[src/rtl/fwd_pkg.sv]
// Package: register map, reset values, timing and shared types of the dual watchdog
package fwd_pkg;

  // Register byte offsets
  localparam logic [11:0] ADDR_PRESCALER  = 12'h400;
  localparam logic [11:0] ADDR_LOCAL_TIME = 12'h410;
  localparam logic [11:0] ADDR_BUS_TIME   = 12'h420;
  localparam logic [11:0] ADDR_CTRL       = 12'h430;
  localparam logic [11:0] ADDR_STATUS     = 12'h434;
  localparam logic [11:0] ADDR_IRQ_STAT   = 12'h438;
  localparam logic [11:0] ADDR_IRQ_MASK   = 12'h43C;
  localparam logic [11:0] ADDR_SAFE_VALUE = 12'h440;

  // Reset values
  localparam logic [15:0] RST_PRESCALER  = 16'h09C2;
  localparam logic [15:0] RST_LOCAL_TIME = 16'h03E8;
  localparam logic [15:0] RST_BUS_TIME   = 16'h03E8;
  localparam logic        RST_SAFE_PRESET = 1'b0;
  localparam logic [15:0] RST_SAFE_VALUE = 16'h0000;
  localparam logic [1:0]  RST_IRQ_MASK   = 2'h0;

  // Field positions
  localparam int CTRL_SAFE_PRESET_BIT = 0;
  localparam int EXP_BUS_BIT          = 0;
  localparam int EXP_LOCAL_BIT        = 1;

  // Timing
  localparam int CLK_PERIOD_NS  = 20;
  localparam int BASE_PERIOD_NS = 40;
  localparam int BASE_CYC = (BASE_PERIOD_NS + CLK_PERIOD_NS - 1) / CLK_PERIOD_NS;
  localparam logic [16:0] TICK_OFFSET = 17'h00002;

  // Watchdog states
  typedef enum logic [2:0] {
    WD_OFF = 3'b001,
    WD_RUN = 3'b010,
    WD_EXP = 3'b100
  } fwd_wd_state_e;

  // Watchdog status carried to the register block
  typedef struct packed {
    logic expired;
    logic running;
  } fwd_wd_stat_s;

endpackage

[src/rtl/fwd_dual_watchdog.sv]
// Dual communication watchdog with APB registers and safe output control
//
// What this block does
// - Two independent watchdogs, bus traffic and local interface, default 100 ms.
// - One prescaler register at 0x400 sets the tick for both watchdogs.
// - Own time registers: local at 0x410, bus at 0x420, scaled by prescaler.
// - Tick lasts prescaler plus two 40 ns base periods; timeout is tick times count.
// - Each completed bus process data exchange restarts the bus watchdog.
// - Bus watchdog expires when enabled and idle longer than its timeout.
// - Expiry leaves the communication state machine untouched.
// - Bus watchdog stays expired until the next successful process data access or a bus time of zero.
// - On expiry outputs go to the chosen safe state: off or preset value.
// - Local watchdog expires when enabled and the local side stays idle too long.
// - Bus time of zero disables that watchdog; no forced safe state then.
// - Prescaler and time registers take any value up to 65535.
// - Guarded run state keeps outputs safe; run state copies master output data.
`timescale 1ns/10ps
module fwd_dual_watchdog #(
  parameter int ADDR_W = 12
) (
  // Clock and reset
  input  wire logic              pclk,
  input  wire logic              presetn,
  // APB slave
  input  wire logic              psel,
  input  wire logic              penable,
  input  wire logic              pwrite,
  input  wire logic [ADDR_W-1:0] paddr,
  input  wire logic [31:0]       pwdata,
  input  wire logic [3:0]        pstrb,
  output logic                   pready,
  output logic [31:0]            prdata,
  output logic                   pslverr,
  // Bus process data side
  input  wire logic              pd_done,
  input  wire logic [15:0]       pd_out_data,
  input  wire logic              run_state,
  // Local process interface side
  input  wire logic              local_process_interface_access,
  // Outputs and interrupt
  output logic [15:0]            out_data,
  output logic                   out_safe,
  output logic                   irq
);

  typedef struct packed {
    logic [15:0] prescaler;
    logic [15:0] local_time;
    logic [15:0] bus_time;
    logic        safe_preset;
    logic [15:0] safe_value;
    logic [1:0]  irq_stat;
    logic [1:0]  irq_mask;
    logic [1:0]  exp_prev;
    logic [31:0] rd_data;
    logic [15:0] out_data;
    logic        out_safe;
  } fwd_main_st_s;

  fwd_main_st_s          st_reg;
  fwd_main_st_s          st_next;
  fwd_pkg::fwd_wd_stat_s bus_stat;
  fwd_pkg::fwd_wd_stat_s local_stat;
  logic                  wd_tick;
  logic [1:0]            expired;
  logic [1:0]            exp_event;
  logic [11:0]           addr;
  logic                  setup;
  logic                  access;
  logic                  hit;
  logic                  forced;
  logic [31:0]           rd_mux;

  // Byte-lane merge for 16-bit registers
  function automatic logic [15:0] wmerge16(input logic [15:0] old_v,
                                           input logic [31:0] wd,
                                           input logic [3:0]  strb);
    logic [15:0] res;
    res = old_v;
    if (strb[0]) begin
      res[7:0] = wd[7:0];
    end
    if (strb[1]) begin
      res[15:8] = wd[15:8];
    end
    return res;
  endfunction

  // Shared tick and the two watchdogs
  fwd_tick_gen u_tick (
    .pclk      (pclk),
    .presetn   (presetn),
    .prescaler (st_reg.prescaler),
    .tick      (wd_tick)
  );

  fwd_wd_timer u_bus_wd (
    .pclk    (pclk),
    .presetn (presetn),
    .tick    (wd_tick),
    .restart (pd_done),
    .wd_time (st_reg.bus_time),
    .stat    (bus_stat)
  );

  fwd_wd_timer u_local_wd (
    .pclk    (pclk),
    .presetn (presetn),
    .tick    (wd_tick),
    .restart (local_process_interface_access),
    .wd_time (st_reg.local_time),
    .stat    (local_stat)
  );

  assign expired[fwd_pkg::EXP_BUS_BIT]   = bus_stat.expired;
  assign expired[fwd_pkg::EXP_LOCAL_BIT] = local_stat.expired;
  assign exp_event = expired & ~st_reg.exp_prev;

  // APB decode
  assign addr   = paddr[11:0];
  assign setup  = psel && !penable;
  assign access = psel && penable;
  assign hit    = (addr == fwd_pkg::ADDR_PRESCALER)  || (addr == fwd_pkg::ADDR_LOCAL_TIME) ||
                  (addr == fwd_pkg::ADDR_BUS_TIME)   || (addr == fwd_pkg::ADDR_CTRL)       ||
                  (addr == fwd_pkg::ADDR_STATUS)     || (addr == fwd_pkg::ADDR_IRQ_STAT)   ||
                  (addr == fwd_pkg::ADDR_IRQ_MASK)   || (addr == fwd_pkg::ADDR_SAFE_VALUE);

  assign pready  = 1'b1;
  assign pslverr = access && !hit;
  assign prdata  = st_reg.rd_data;

  always_comb begin
    rd_mux = 32'h00000000;
    case (addr)
      fwd_pkg::ADDR_PRESCALER:  rd_mux[15:0] = st_reg.prescaler;
      fwd_pkg::ADDR_LOCAL_TIME: rd_mux[15:0] = st_reg.local_time;
      fwd_pkg::ADDR_BUS_TIME:   rd_mux[15:0] = st_reg.bus_time;
      fwd_pkg::ADDR_CTRL:       rd_mux[fwd_pkg::CTRL_SAFE_PRESET_BIT] = st_reg.safe_preset;
      fwd_pkg::ADDR_STATUS:     rd_mux[1:0] = expired;
      fwd_pkg::ADDR_IRQ_STAT:   rd_mux[1:0] = st_reg.irq_stat;
      fwd_pkg::ADDR_IRQ_MASK:   rd_mux[1:0] = st_reg.irq_mask;
      fwd_pkg::ADDR_SAFE_VALUE: rd_mux[15:0] = st_reg.safe_value;
      default:                  rd_mux = 32'h00000000;
    endcase
  end

  // Forced safe output: any enabled watchdog expired, or guarded run state
  assign forced = (|expired) || !run_state;

  always_comb begin
    st_next = st_reg;
    st_next.exp_prev = expired;
    if (setup) begin
      st_next.rd_data = rd_mux;
    end
    // Settings change only on writes; nothing reloads them otherwise
    if (access && pwrite) begin
      case (addr)
        fwd_pkg::ADDR_PRESCALER: begin
          st_next.prescaler = wmerge16(st_reg.prescaler, pwdata, pstrb);
        end
        fwd_pkg::ADDR_LOCAL_TIME: begin
          st_next.local_time = wmerge16(st_reg.local_time, pwdata, pstrb);
        end
        fwd_pkg::ADDR_BUS_TIME: begin
          st_next.bus_time = wmerge16(st_reg.bus_time, pwdata, pstrb);
        end
        fwd_pkg::ADDR_CTRL: begin
          if (pstrb[0]) begin
            st_next.safe_preset = pwdata[fwd_pkg::CTRL_SAFE_PRESET_BIT];
          end
        end
        fwd_pkg::ADDR_IRQ_MASK: begin
          if (pstrb[0]) begin
            st_next.irq_mask = pwdata[1:0];
          end
        end
        fwd_pkg::ADDR_SAFE_VALUE: begin
          st_next.safe_value = wmerge16(st_reg.safe_value, pwdata, pstrb);
        end
        default: begin
          st_next.irq_mask = st_reg.irq_mask;
        end
      endcase
    end
    // Read clears only the bits it returned; a new event wins
    if (access && !pwrite && addr == fwd_pkg::ADDR_IRQ_STAT) begin
      st_next.irq_stat = st_reg.irq_stat & ~st_reg.rd_data[1:0];
    end
    st_next.irq_stat = st_next.irq_stat | exp_event;
    // Output stage; the communication state is only read here
    if (forced) begin
      st_next.out_safe = 1'b1;
      st_next.out_data = st_reg.safe_preset ? st_reg.safe_value : 16'h0000;
    end else begin
      st_next.out_safe = 1'b0;
      if (pd_done) begin
        st_next.out_data = pd_out_data;
      end
    end
  end

  always_ff @(posedge pclk or negedge presetn) begin
    if (!presetn) begin
      st_reg <= '{prescaler:   fwd_pkg::RST_PRESCALER,
                  local_time:  fwd_pkg::RST_LOCAL_TIME,
                  bus_time:    fwd_pkg::RST_BUS_TIME,
                  safe_preset: fwd_pkg::RST_SAFE_PRESET,
                  safe_value:  fwd_pkg::RST_SAFE_VALUE,
                  irq_stat:    2'h0,
                  irq_mask:    fwd_pkg::RST_IRQ_MASK,
                  exp_prev:    2'h0,
                  rd_data:     32'h00000000,
                  out_data:    16'h0000,
                  out_safe:    1'b1};
    end else begin
      st_reg <= st_next;
    end
  end

  assign out_data = st_reg.out_data;
  assign out_safe = st_reg.out_safe;
  assign irq      = |(st_reg.irq_stat & st_reg.irq_mask);
endmodule

[src/rtl/fwd_tick_gen.sv]
// Watchdog tick generator: 40 ns base ticks divided by prescaler plus two
`timescale 1ns/10ps
module fwd_tick_gen (
  // Clock and reset
  input  wire logic        pclk,
  input  wire logic        presetn,
  // Setting and tick
  input  wire logic [15:0] prescaler,
  output logic             tick
);

  typedef struct packed {
    logic [7:0]  base_cnt;
    logic [16:0] tick_cnt;
  } fwd_tick_st_s;

  fwd_tick_st_s st_reg;
  fwd_tick_st_s st_next;
  logic         base_en;
  logic [16:0]  last_cnt;

  assign base_en  = (st_reg.base_cnt == 8'(fwd_pkg::BASE_CYC - 1));
  assign last_cnt = {1'b0, prescaler} + fwd_pkg::TICK_OFFSET - 17'h00001;
  assign tick     = base_en && (st_reg.tick_cnt == last_cnt);

  always_comb begin
    st_next = st_reg;
    st_next.base_cnt = base_en ? 8'h00 : st_reg.base_cnt + 8'h01;
    if (base_en) begin
      // Lowered prescaler restarts the count without a tick
      st_next.tick_cnt = (st_reg.tick_cnt >= last_cnt) ? 17'h00000
                                                         : st_reg.tick_cnt + 17'h00001;
    end
  end

  always_ff @(posedge pclk or negedge presetn) begin
    if (!presetn) begin
      st_reg <= '0;
    end else begin
      st_reg <= st_next;
    end
  end
endmodule

[src/rtl/fwd_wd_timer.sv]
// One watchdog: counts ticks since the last restart and flags expiry
`timescale 1ns/10ps
module fwd_wd_timer (
  // Clock and reset
  input  wire logic                 pclk,
  input  wire logic                 presetn,
  // Timing inputs
  input  wire logic                 tick,
  input  wire logic                 restart,
  input  wire logic [15:0]          wd_time,
  // Status
  output fwd_pkg::fwd_wd_stat_s     stat
);

  typedef struct packed {
    fwd_pkg::fwd_wd_state_e state;
    logic [15:0]            cnt;
  } fwd_wd_st_s;

  fwd_wd_st_s st_reg;
  fwd_wd_st_s st_next;
  logic       hit;

  // Time lowered below the count expires at the next tick
  assign hit = tick && (st_reg.cnt >= wd_time - 16'h0001);

  always_comb begin
    st_next = st_reg;
    if (wd_time == 16'h0000) begin
      st_next.state = fwd_pkg::WD_OFF;
      st_next.cnt   = 16'h0000;
    end else if (restart) begin
      st_next.state = fwd_pkg::WD_RUN;
      st_next.cnt   = 16'h0000;
    end else begin
      case (st_reg.state)
        fwd_pkg::WD_OFF: begin
          st_next.state = fwd_pkg::WD_RUN;
          st_next.cnt   = 16'h0000;
        end
        fwd_pkg::WD_RUN: begin
          if (hit) begin
            st_next.state = fwd_pkg::WD_EXP;
          end else if (tick) begin
            st_next.cnt = st_reg.cnt + 16'h0001;
          end
        end
        fwd_pkg::WD_EXP: begin
          st_next.state = fwd_pkg::WD_EXP;
        end
        default: begin
          st_next.state = fwd_pkg::WD_OFF;
          st_next.cnt   = 16'h0000;
        end
      endcase
    end
  end

  always_ff @(posedge pclk or negedge presetn) begin
    if (!presetn) begin
      st_reg <= '{state: fwd_pkg::WD_OFF, cnt: 16'h0000};
    end else begin
      st_reg <= st_next;
    end
  end

  assign stat.expired = (st_reg.state == fwd_pkg::WD_EXP);
  assign stat.running = (st_reg.state == fwd_pkg::WD_RUN);
endmodule

[config.mk]
export PLATFORM = sky130hd
export DESIGN_NAME = fwd_dual_watchdog
export DESIGN_NICKNAME = d
export VERILOG_FILES = /design/src/rtl/fwd_pkg.sv /design/src/rtl/fwd_dual_watchdog.sv /design/src/rtl/fwd_tick_gen.sv /design/src/rtl/fwd_wd_timer.sv
export SDC_FILE = /design/constraint.sdc
export NUM_CORES = 1
export LEC_CHECK = 0
export BUFFER_PORTS_ARGS = -buffer_cell sky130_fd_sc_hd__buf_2
export CAP_MARGIN = 20
export CORE_UTILIZATION = 59
export CTS_CLUSTER_DIAMETER = 120
export DETAILED_ROUTE_END_ITERATION = 8
export GPL_TIMING_DRIVEN = 0
export PLACE_DENSITY = 0.91
export SYNTH_ARGS = -nofsm -noshare
export SYNTH_HDL_FRONTEND = slang
export SYNTH_SLANG_ARGS = --single-unit
export TNS_END_PERCENT = 50
[constraint.sdc]
create_clock -name pclk -period 10.35 [get_ports pclk]
set_input_delay 2.07 -clock pclk [delete_from_list [all_inputs] [get_ports pclk]]
set_output_delay 2.07 -clock pclk [all_outputs]
set_load 0.02 [all_outputs]
* Yosys cells after proc, flatten, opt, wreduce, memory -nomap -nowiden
Cells that the tools add are included.
** Storage, ports and cells
- Flip-flop bits (word level) :: 167
- Bits of input ports :: 72
** Cells by class
- $add $sub $neg :: 8
- Magnitude comparators :: 3
- Equal/unequal tests :: 24
- Multiplexer cells :: 23
- Bitwise logic cells :: 6
- Reduce and logical (&&, ||, !) cells :: 38
** Operators with widths (number)
- == test 12 x 11 -> 1 bit, second input constant :: 8
- two-way mux 16 bit :: 6
- two-way mux 19 bit :: 4
- case mux 16 bit (2 select lines) :: 2
- case mux 14 bit (4 select lines) :: 1
- AND reduction 3 bit :: 12
- two-way mux 17 bit :: 2
- adder 16 x 1 -> 16 bit, second input constant :: 2
- >= comparator 16 bit :: 2
- zero test 16 bit :: 2
- subtractor 16 x 1 -> 16 bit, second input constant :: 2
- case mux 3 bit (3 select lines) :: 2
- adder 16 x 2 -> 17 bit, second input constant :: 1
- adder 17 x 1 -> 17 bit, second input constant :: 1
- == test 17 bit :: 1
- >= comparator 17 bit :: 1
- subtractor 17 x 1 -> 17 bit, second input constant :: 1
- != test 4 x 2 -> 1 bit, second input constant :: 4
- logical AND 1 bit :: 9
- adder 8 x 1 -> 8 bit, second input constant :: 1
- == test 8 x 1 -> 1 bit, second input constant :: 1
- logical OR 1 bit :: 8
- two-way mux 8 bit :: 1
- != test 4 bit, second input constant :: 2
- other kinds (14) :: 26

* Longest topological paths before layout
- Depth after elaboration :: 10
- Gate-level depth with buffers :: 15

* By module
Synthesis repeated with hierarchy kept, for this count alone.
** Unflattened totals
- Cells, all modules :: 1070
- Area, all modules :: 10906.7 um2
** Modules (own cells, without submodules)
- fwd_dual_watchdog :: instances 1, cells each 459, area an instance 5216.3 um2
- fwd_tick_gen :: instances 1, cells each 217, area an instance 2034.5 um2
- fwd_wd_timer at u_bus_wd :: instances 1, cells each 197, area an instance 1886.8 um2
- fwd_wd_timer at u_local_wd :: instances 1, cells each 197, area an instance 1769.2 um2

* Least setup slack after synthesis
OpenSTA, ideal clock, no wires.
- Kind :: input to output
- Start :: input paddr[5]
- End :: output pslverr
- Arrival :: 2959 ps
- Data required time :: 8280 ps
- Setup slack :: 5321 ps
- Stages on the path :: 5
- Buffers on the path :: 1
- Cells stage by stage :: clkbuf_1 o21ai_0 nand2_1 o21ai_0 a31oi_1
** Between the ends
- Word-level cells in the longest chain between the ends :: 10
- Elaborated cells on any way between the ends :: 17
** RTL lines
- start, declared :: line fwd_dual_watchdog.sv:28 : input wire logic [ADDR_W-1:0] paddr,
- == test 12 x 11 -> 1 bit :: line fwd_dual_watchdog.sv:123 : assign hit = (addr == fwd_pkg::ADDR_PRESCALER) || (addr == fwd_pkg::ADDR_LOCAL_TIME) ||
- logical OR 1 bit (2 in series) :: line fwd_dual_watchdog.sv:123
- logical OR 1 bit (2 in series) :: line fwd_dual_watchdog.sv:124 : (addr == fwd_pkg::ADDR_BUS_TIME) || (addr == fwd_pkg::ADDR_CTRL) ||
- logical OR 1 bit (2 in series) :: line fwd_dual_watchdog.sv:125 : (addr == fwd_pkg::ADDR_STATUS) || (addr == fwd_pkg::ADDR_IRQ_STAT) ||
- logical OR 1 bit * :: line fwd_dual_watchdog.sv:126 : (addr == fwd_pkg::ADDR_IRQ_MASK) || (addr == fwd_pkg::ADDR_SAFE_VALUE);
- zero test 1 bit * :: line fwd_dual_watchdog.sv:129 : assign pslverr = access && !hit;
- logical AND 1 bit * :: line fwd_dual_watchdog.sv:129
- end, declared :: line fwd_dual_watchdog.sv:33 : output logic pslverr,
Mark *: on every way between the ends. The rest lies on a longest branch, timed or not.

* Worst setup path after layout
- Start :: input paddr[1]
- End :: output pslverr
Same word-level chain as after synthesis.

==> results.md <==
- Vias in the first global route: 8426
- Arr. time, crit path: between 3000 and 4000 ps
- Max stage delay on crit path: ~400 ps
- Die extent in y: 134 um
- PortBufs: 86
- Syn Inst Count: 1030
- Post_cts resized: 0
- DRT iter0 DRCs: 904
- Worst Hold Class: reg2reg
- Min-delay src: st_reg[50]$_DFF_PN0_
- Pre-CTS setup slack: 5170 ps
- Final period util: 50.4%
- Post-synth EDFFs: 0
- Synth top area share: 35.9%
- Status: finished clean
- Worst-Margin Slew: 1090 ps
- Post-Layout Cell Count: 1384
- Largest net degree at the start of global routing: just over 100
- Type of origin of the critical path: primary input
- Yosys warnings: 0
- Crit Reg-Reg Startpoint: st_reg[92]$_DFFE_PN0P_
- GRT Max-Usage Layer: met2
- Setup bufs post-CTS: 0
- Synth unique cells: 68
- WHS: approximately 420 ps
- Post-layout power: about 1.4 mW
- Most used DFF post-synth: dfrtp_1
- Die Footprint: approximately 18000 um^2
- Rel. slew slack: 26.5%
- Met3 Resource Use GR: roughly 6.6%
- Pwr/cell area: 124 nW/um^2
- Post-synthesis register bit count: 167
- DP HPWL: 18800 um
- Achievable Freq: 192 MHz
- Setup TNS: 0 ps
- Slew Limit Fails: 0
- Std-Cell Rows: 47
- Overflow after GRT: 0
- Clk_skew: 9.98 ps
- # nets final: around 1300
- Layout area overhead: 13.7%
- PnR worst setup slack: 5130 ps
- Hold_buf cts: 0
- Largest family of logic cells by synthesized area: simple AND/OR/NAND/NOR gates
- Vias per cell: 6.32
- Ant diodes: 0
- Unrepaired setup endpoints after global routing: false
- DRC: 0
- Drt first pass iters: 6
- Synth Area in XOR/XNOR: approximately 5.0%
- Worst r2r dst: u_local_wd.st_reg[14]$_DFFE_PN0P_
- Cts bufs inserted: 17
- Critical path class: in2out
- Htree depth: 4
- Adder-Cell Fraction of Synth Area: ~7.2%
- Fin area: 11700 um^2
- Clk_lat worst skew: 450 ps
- Setup violators final: 0
- GRT Overall Usage: 30.8%
- Post-synth ARST share: 100%
- First-pass GRT wire length: 42700 um
- Vias: 8745
- Layout cell share with drive strength beyond 1: 24.3%
- Routability congestion estimate: 0.959
- TritonCTS clock tree: done
- Worst Reg-to-Reg Cells: 13
- Flip-flop count of the largest register after layout: 71
- Synth area leaders: dfrtp_1, mux2_2, ha_1
- Multiplexer area fraction after synthesis: 10.0%
- Clock buffer depth: 2
- Crit path top cell by count: buf_2
- Placed cells: around 1400
- Crit-path cells: buf_2 > nor4_2 > and2_1 > a31oi_1 > buf_2
- Grt met2 use: 49.7%
- Starting Density: 61.2%
- Simple-gate share of the synthesized area: 17.5%
- Final Critical Period: 5220 ps
- Netlist Area Pre-Place: 10300 um^2
- Critical Path End Type: output port
- Top-level I/O count: 124
- Slowest CP cell: nor4_2
- Peak VDD IR: 141 uV
- Initial antenna violation count: 0
- Wire length per cell: 19.2 um
- Met1 Track Usage GR: 38.4%
- Post-route antenna net violation count: 0
- Clk sinks: 167
- Final core utilization: approximately 70%
- CP max FO: 4
- R2r setup slk: 6120 ps
- Mean area per synthesized cell: 9.96 um^2
- Max Cap Viol: 0
- Worst Hold Path EP: st_reg[54]$_DFF_PN0_
- Worst-path clk slew: 70 ps
- Req. time, crit path: roughly 8300 ps
- Area leader, netlist: dfrtp_1
- Final Hold Viols: 0
- Final wirelength: 26600 um
- Placed Area: 11100 um^2
- Core area: 16800 um^2
- Root Driver: clkbuf_16
- Compound-gate portion of the synthesized area: 13.2%
- Die width: 134 um
- Hold depth: 1
- Sequential fraction of the synthesis area: 41.0%
- Leak: 5.63 nW
==> where the power goes <==
group	internal [mW]	switching (mW)	total, mW
sequential	0.664	0.0111	0.675
clock	0.347	0.308	0.655
combinational	0.0450	0.0684	0.113
==> Yosys cell counts (6+ instances only) <==
cell type and number:
dfrtp_1 147, nand2_1 75, mux2_2 67, ha_1 59, nor2_1 52, buf_4 49, nand3_1 48, a21oi_1 44
o21ai_0 43, xnor2_1 34, a22oi_1 30, nor3_1 26, inv_1 25, mux2i_1 25, xor2_1 25, clkbuf_1 24
nand4_1 21, dfstp_2 20, a31oi_1 19, nor2b_1 17, a21o_1 16, and3_1 16, nor4_1 13, and2_1 10
nand2b_1 10, and4_1 9, o31ai_1 9, o21a_1 8, or2b_1 8, or3_1 8, or2_2 6
==> logic make-up after synthesis <==
family / count (synthesis)
and+or+nand+nor: 338
AOI/OAI and AO/OA: 206
DFF: 167
buffers and inverters: 106
muxes: 93
adders and majority gates: 59
xor gates and xnor gates: 59
other: 2
==> final cells by class <==
| cell class | instances | area [um^2] |
|---|---|---|
| buffer | 81 | 523 |
| clock buffer | 17 | 425 |
| clock inverter | 15 | 179 |
| fill | 1129 | 5100 |
| inverter | 25 | 93.8 |
| multi-input combinational | 772 | 5490 |
| sequential | 167 | 4200 |
| tap | 220 | 275 |
| timing repair buffer | 87 | 468 |
==> how the worst max path moves through the flow <==
stage / start / end / slack, ps / cells past startpoint
final: paddr[1] / pslverr / 5130 / 5
after global routing: paddr[1] / pslverr / 5050 / 5
after CTS: paddr[1] / pslverr / 5150 / 5
after detailed placement: paddr[1] / pslverr / 5170 / 5
after global placement: presetn / u_bus_wd.st_reg[4]$_DFFE_PN0P_ / 4690 / 1
after floorplan: paddr[5] / pslverr / 5320 / 5
==> cell usage in the layout (no fill, tap or decap), types with 10 or more instances in the layout <==
master | netlist | layout
clkbuf_1 | 24 | 24
clkbuf_16 | 0 | 17
buf_4 | 49 | 49
nor3_1 | 26 | 26
nand4_1 | 21 | 21
buf_2 | 4 | 89
nor2b_1 | 17 | 17
a31oi_1 | 19 | 19
nor4_1 | 13 | 13
a22oi_1 | 30 | 30
a21oi_1 | 44 | 44
inv_1 | 25 | 25
a21o_1 | 16 | 16
nand2b_1 | 10 | 10
xor2_1 | 25 | 25
o21ai_0 | 43 | 43
nor2_1 | 52 | 52
xnor2_1 | 34 | 34
and3_1 | 16 | 16
dfstp_2 | 20 | 20
conb_1 | 2 | 17
nand2_1 | 75 | 75
mux2i_1 | 25 | 25
nand3_1 | 48 | 48
mux2_2 | 67 | 67
ha_1 | 59 | 59
and2_1 | 10 | 10
dfrtp_1 | 147 | 147
==> metal layers <==
metal / routed length, um / part of all wire (%)
met5: 0 / 0
met3: 2200 / 8.3
met4: 1340 / 5.0
met2: 12800 / 48
met1: 10300 / 39
==> worst max-delay path, delay by kind of cell <==
family	cells	cell delay, ps
and+or+nand+nor	2	690
buffers and inverters	2	270
AOI/OAI and AO/OA	1	120
No activity file was read; power rests on OpenSTA's default activity.
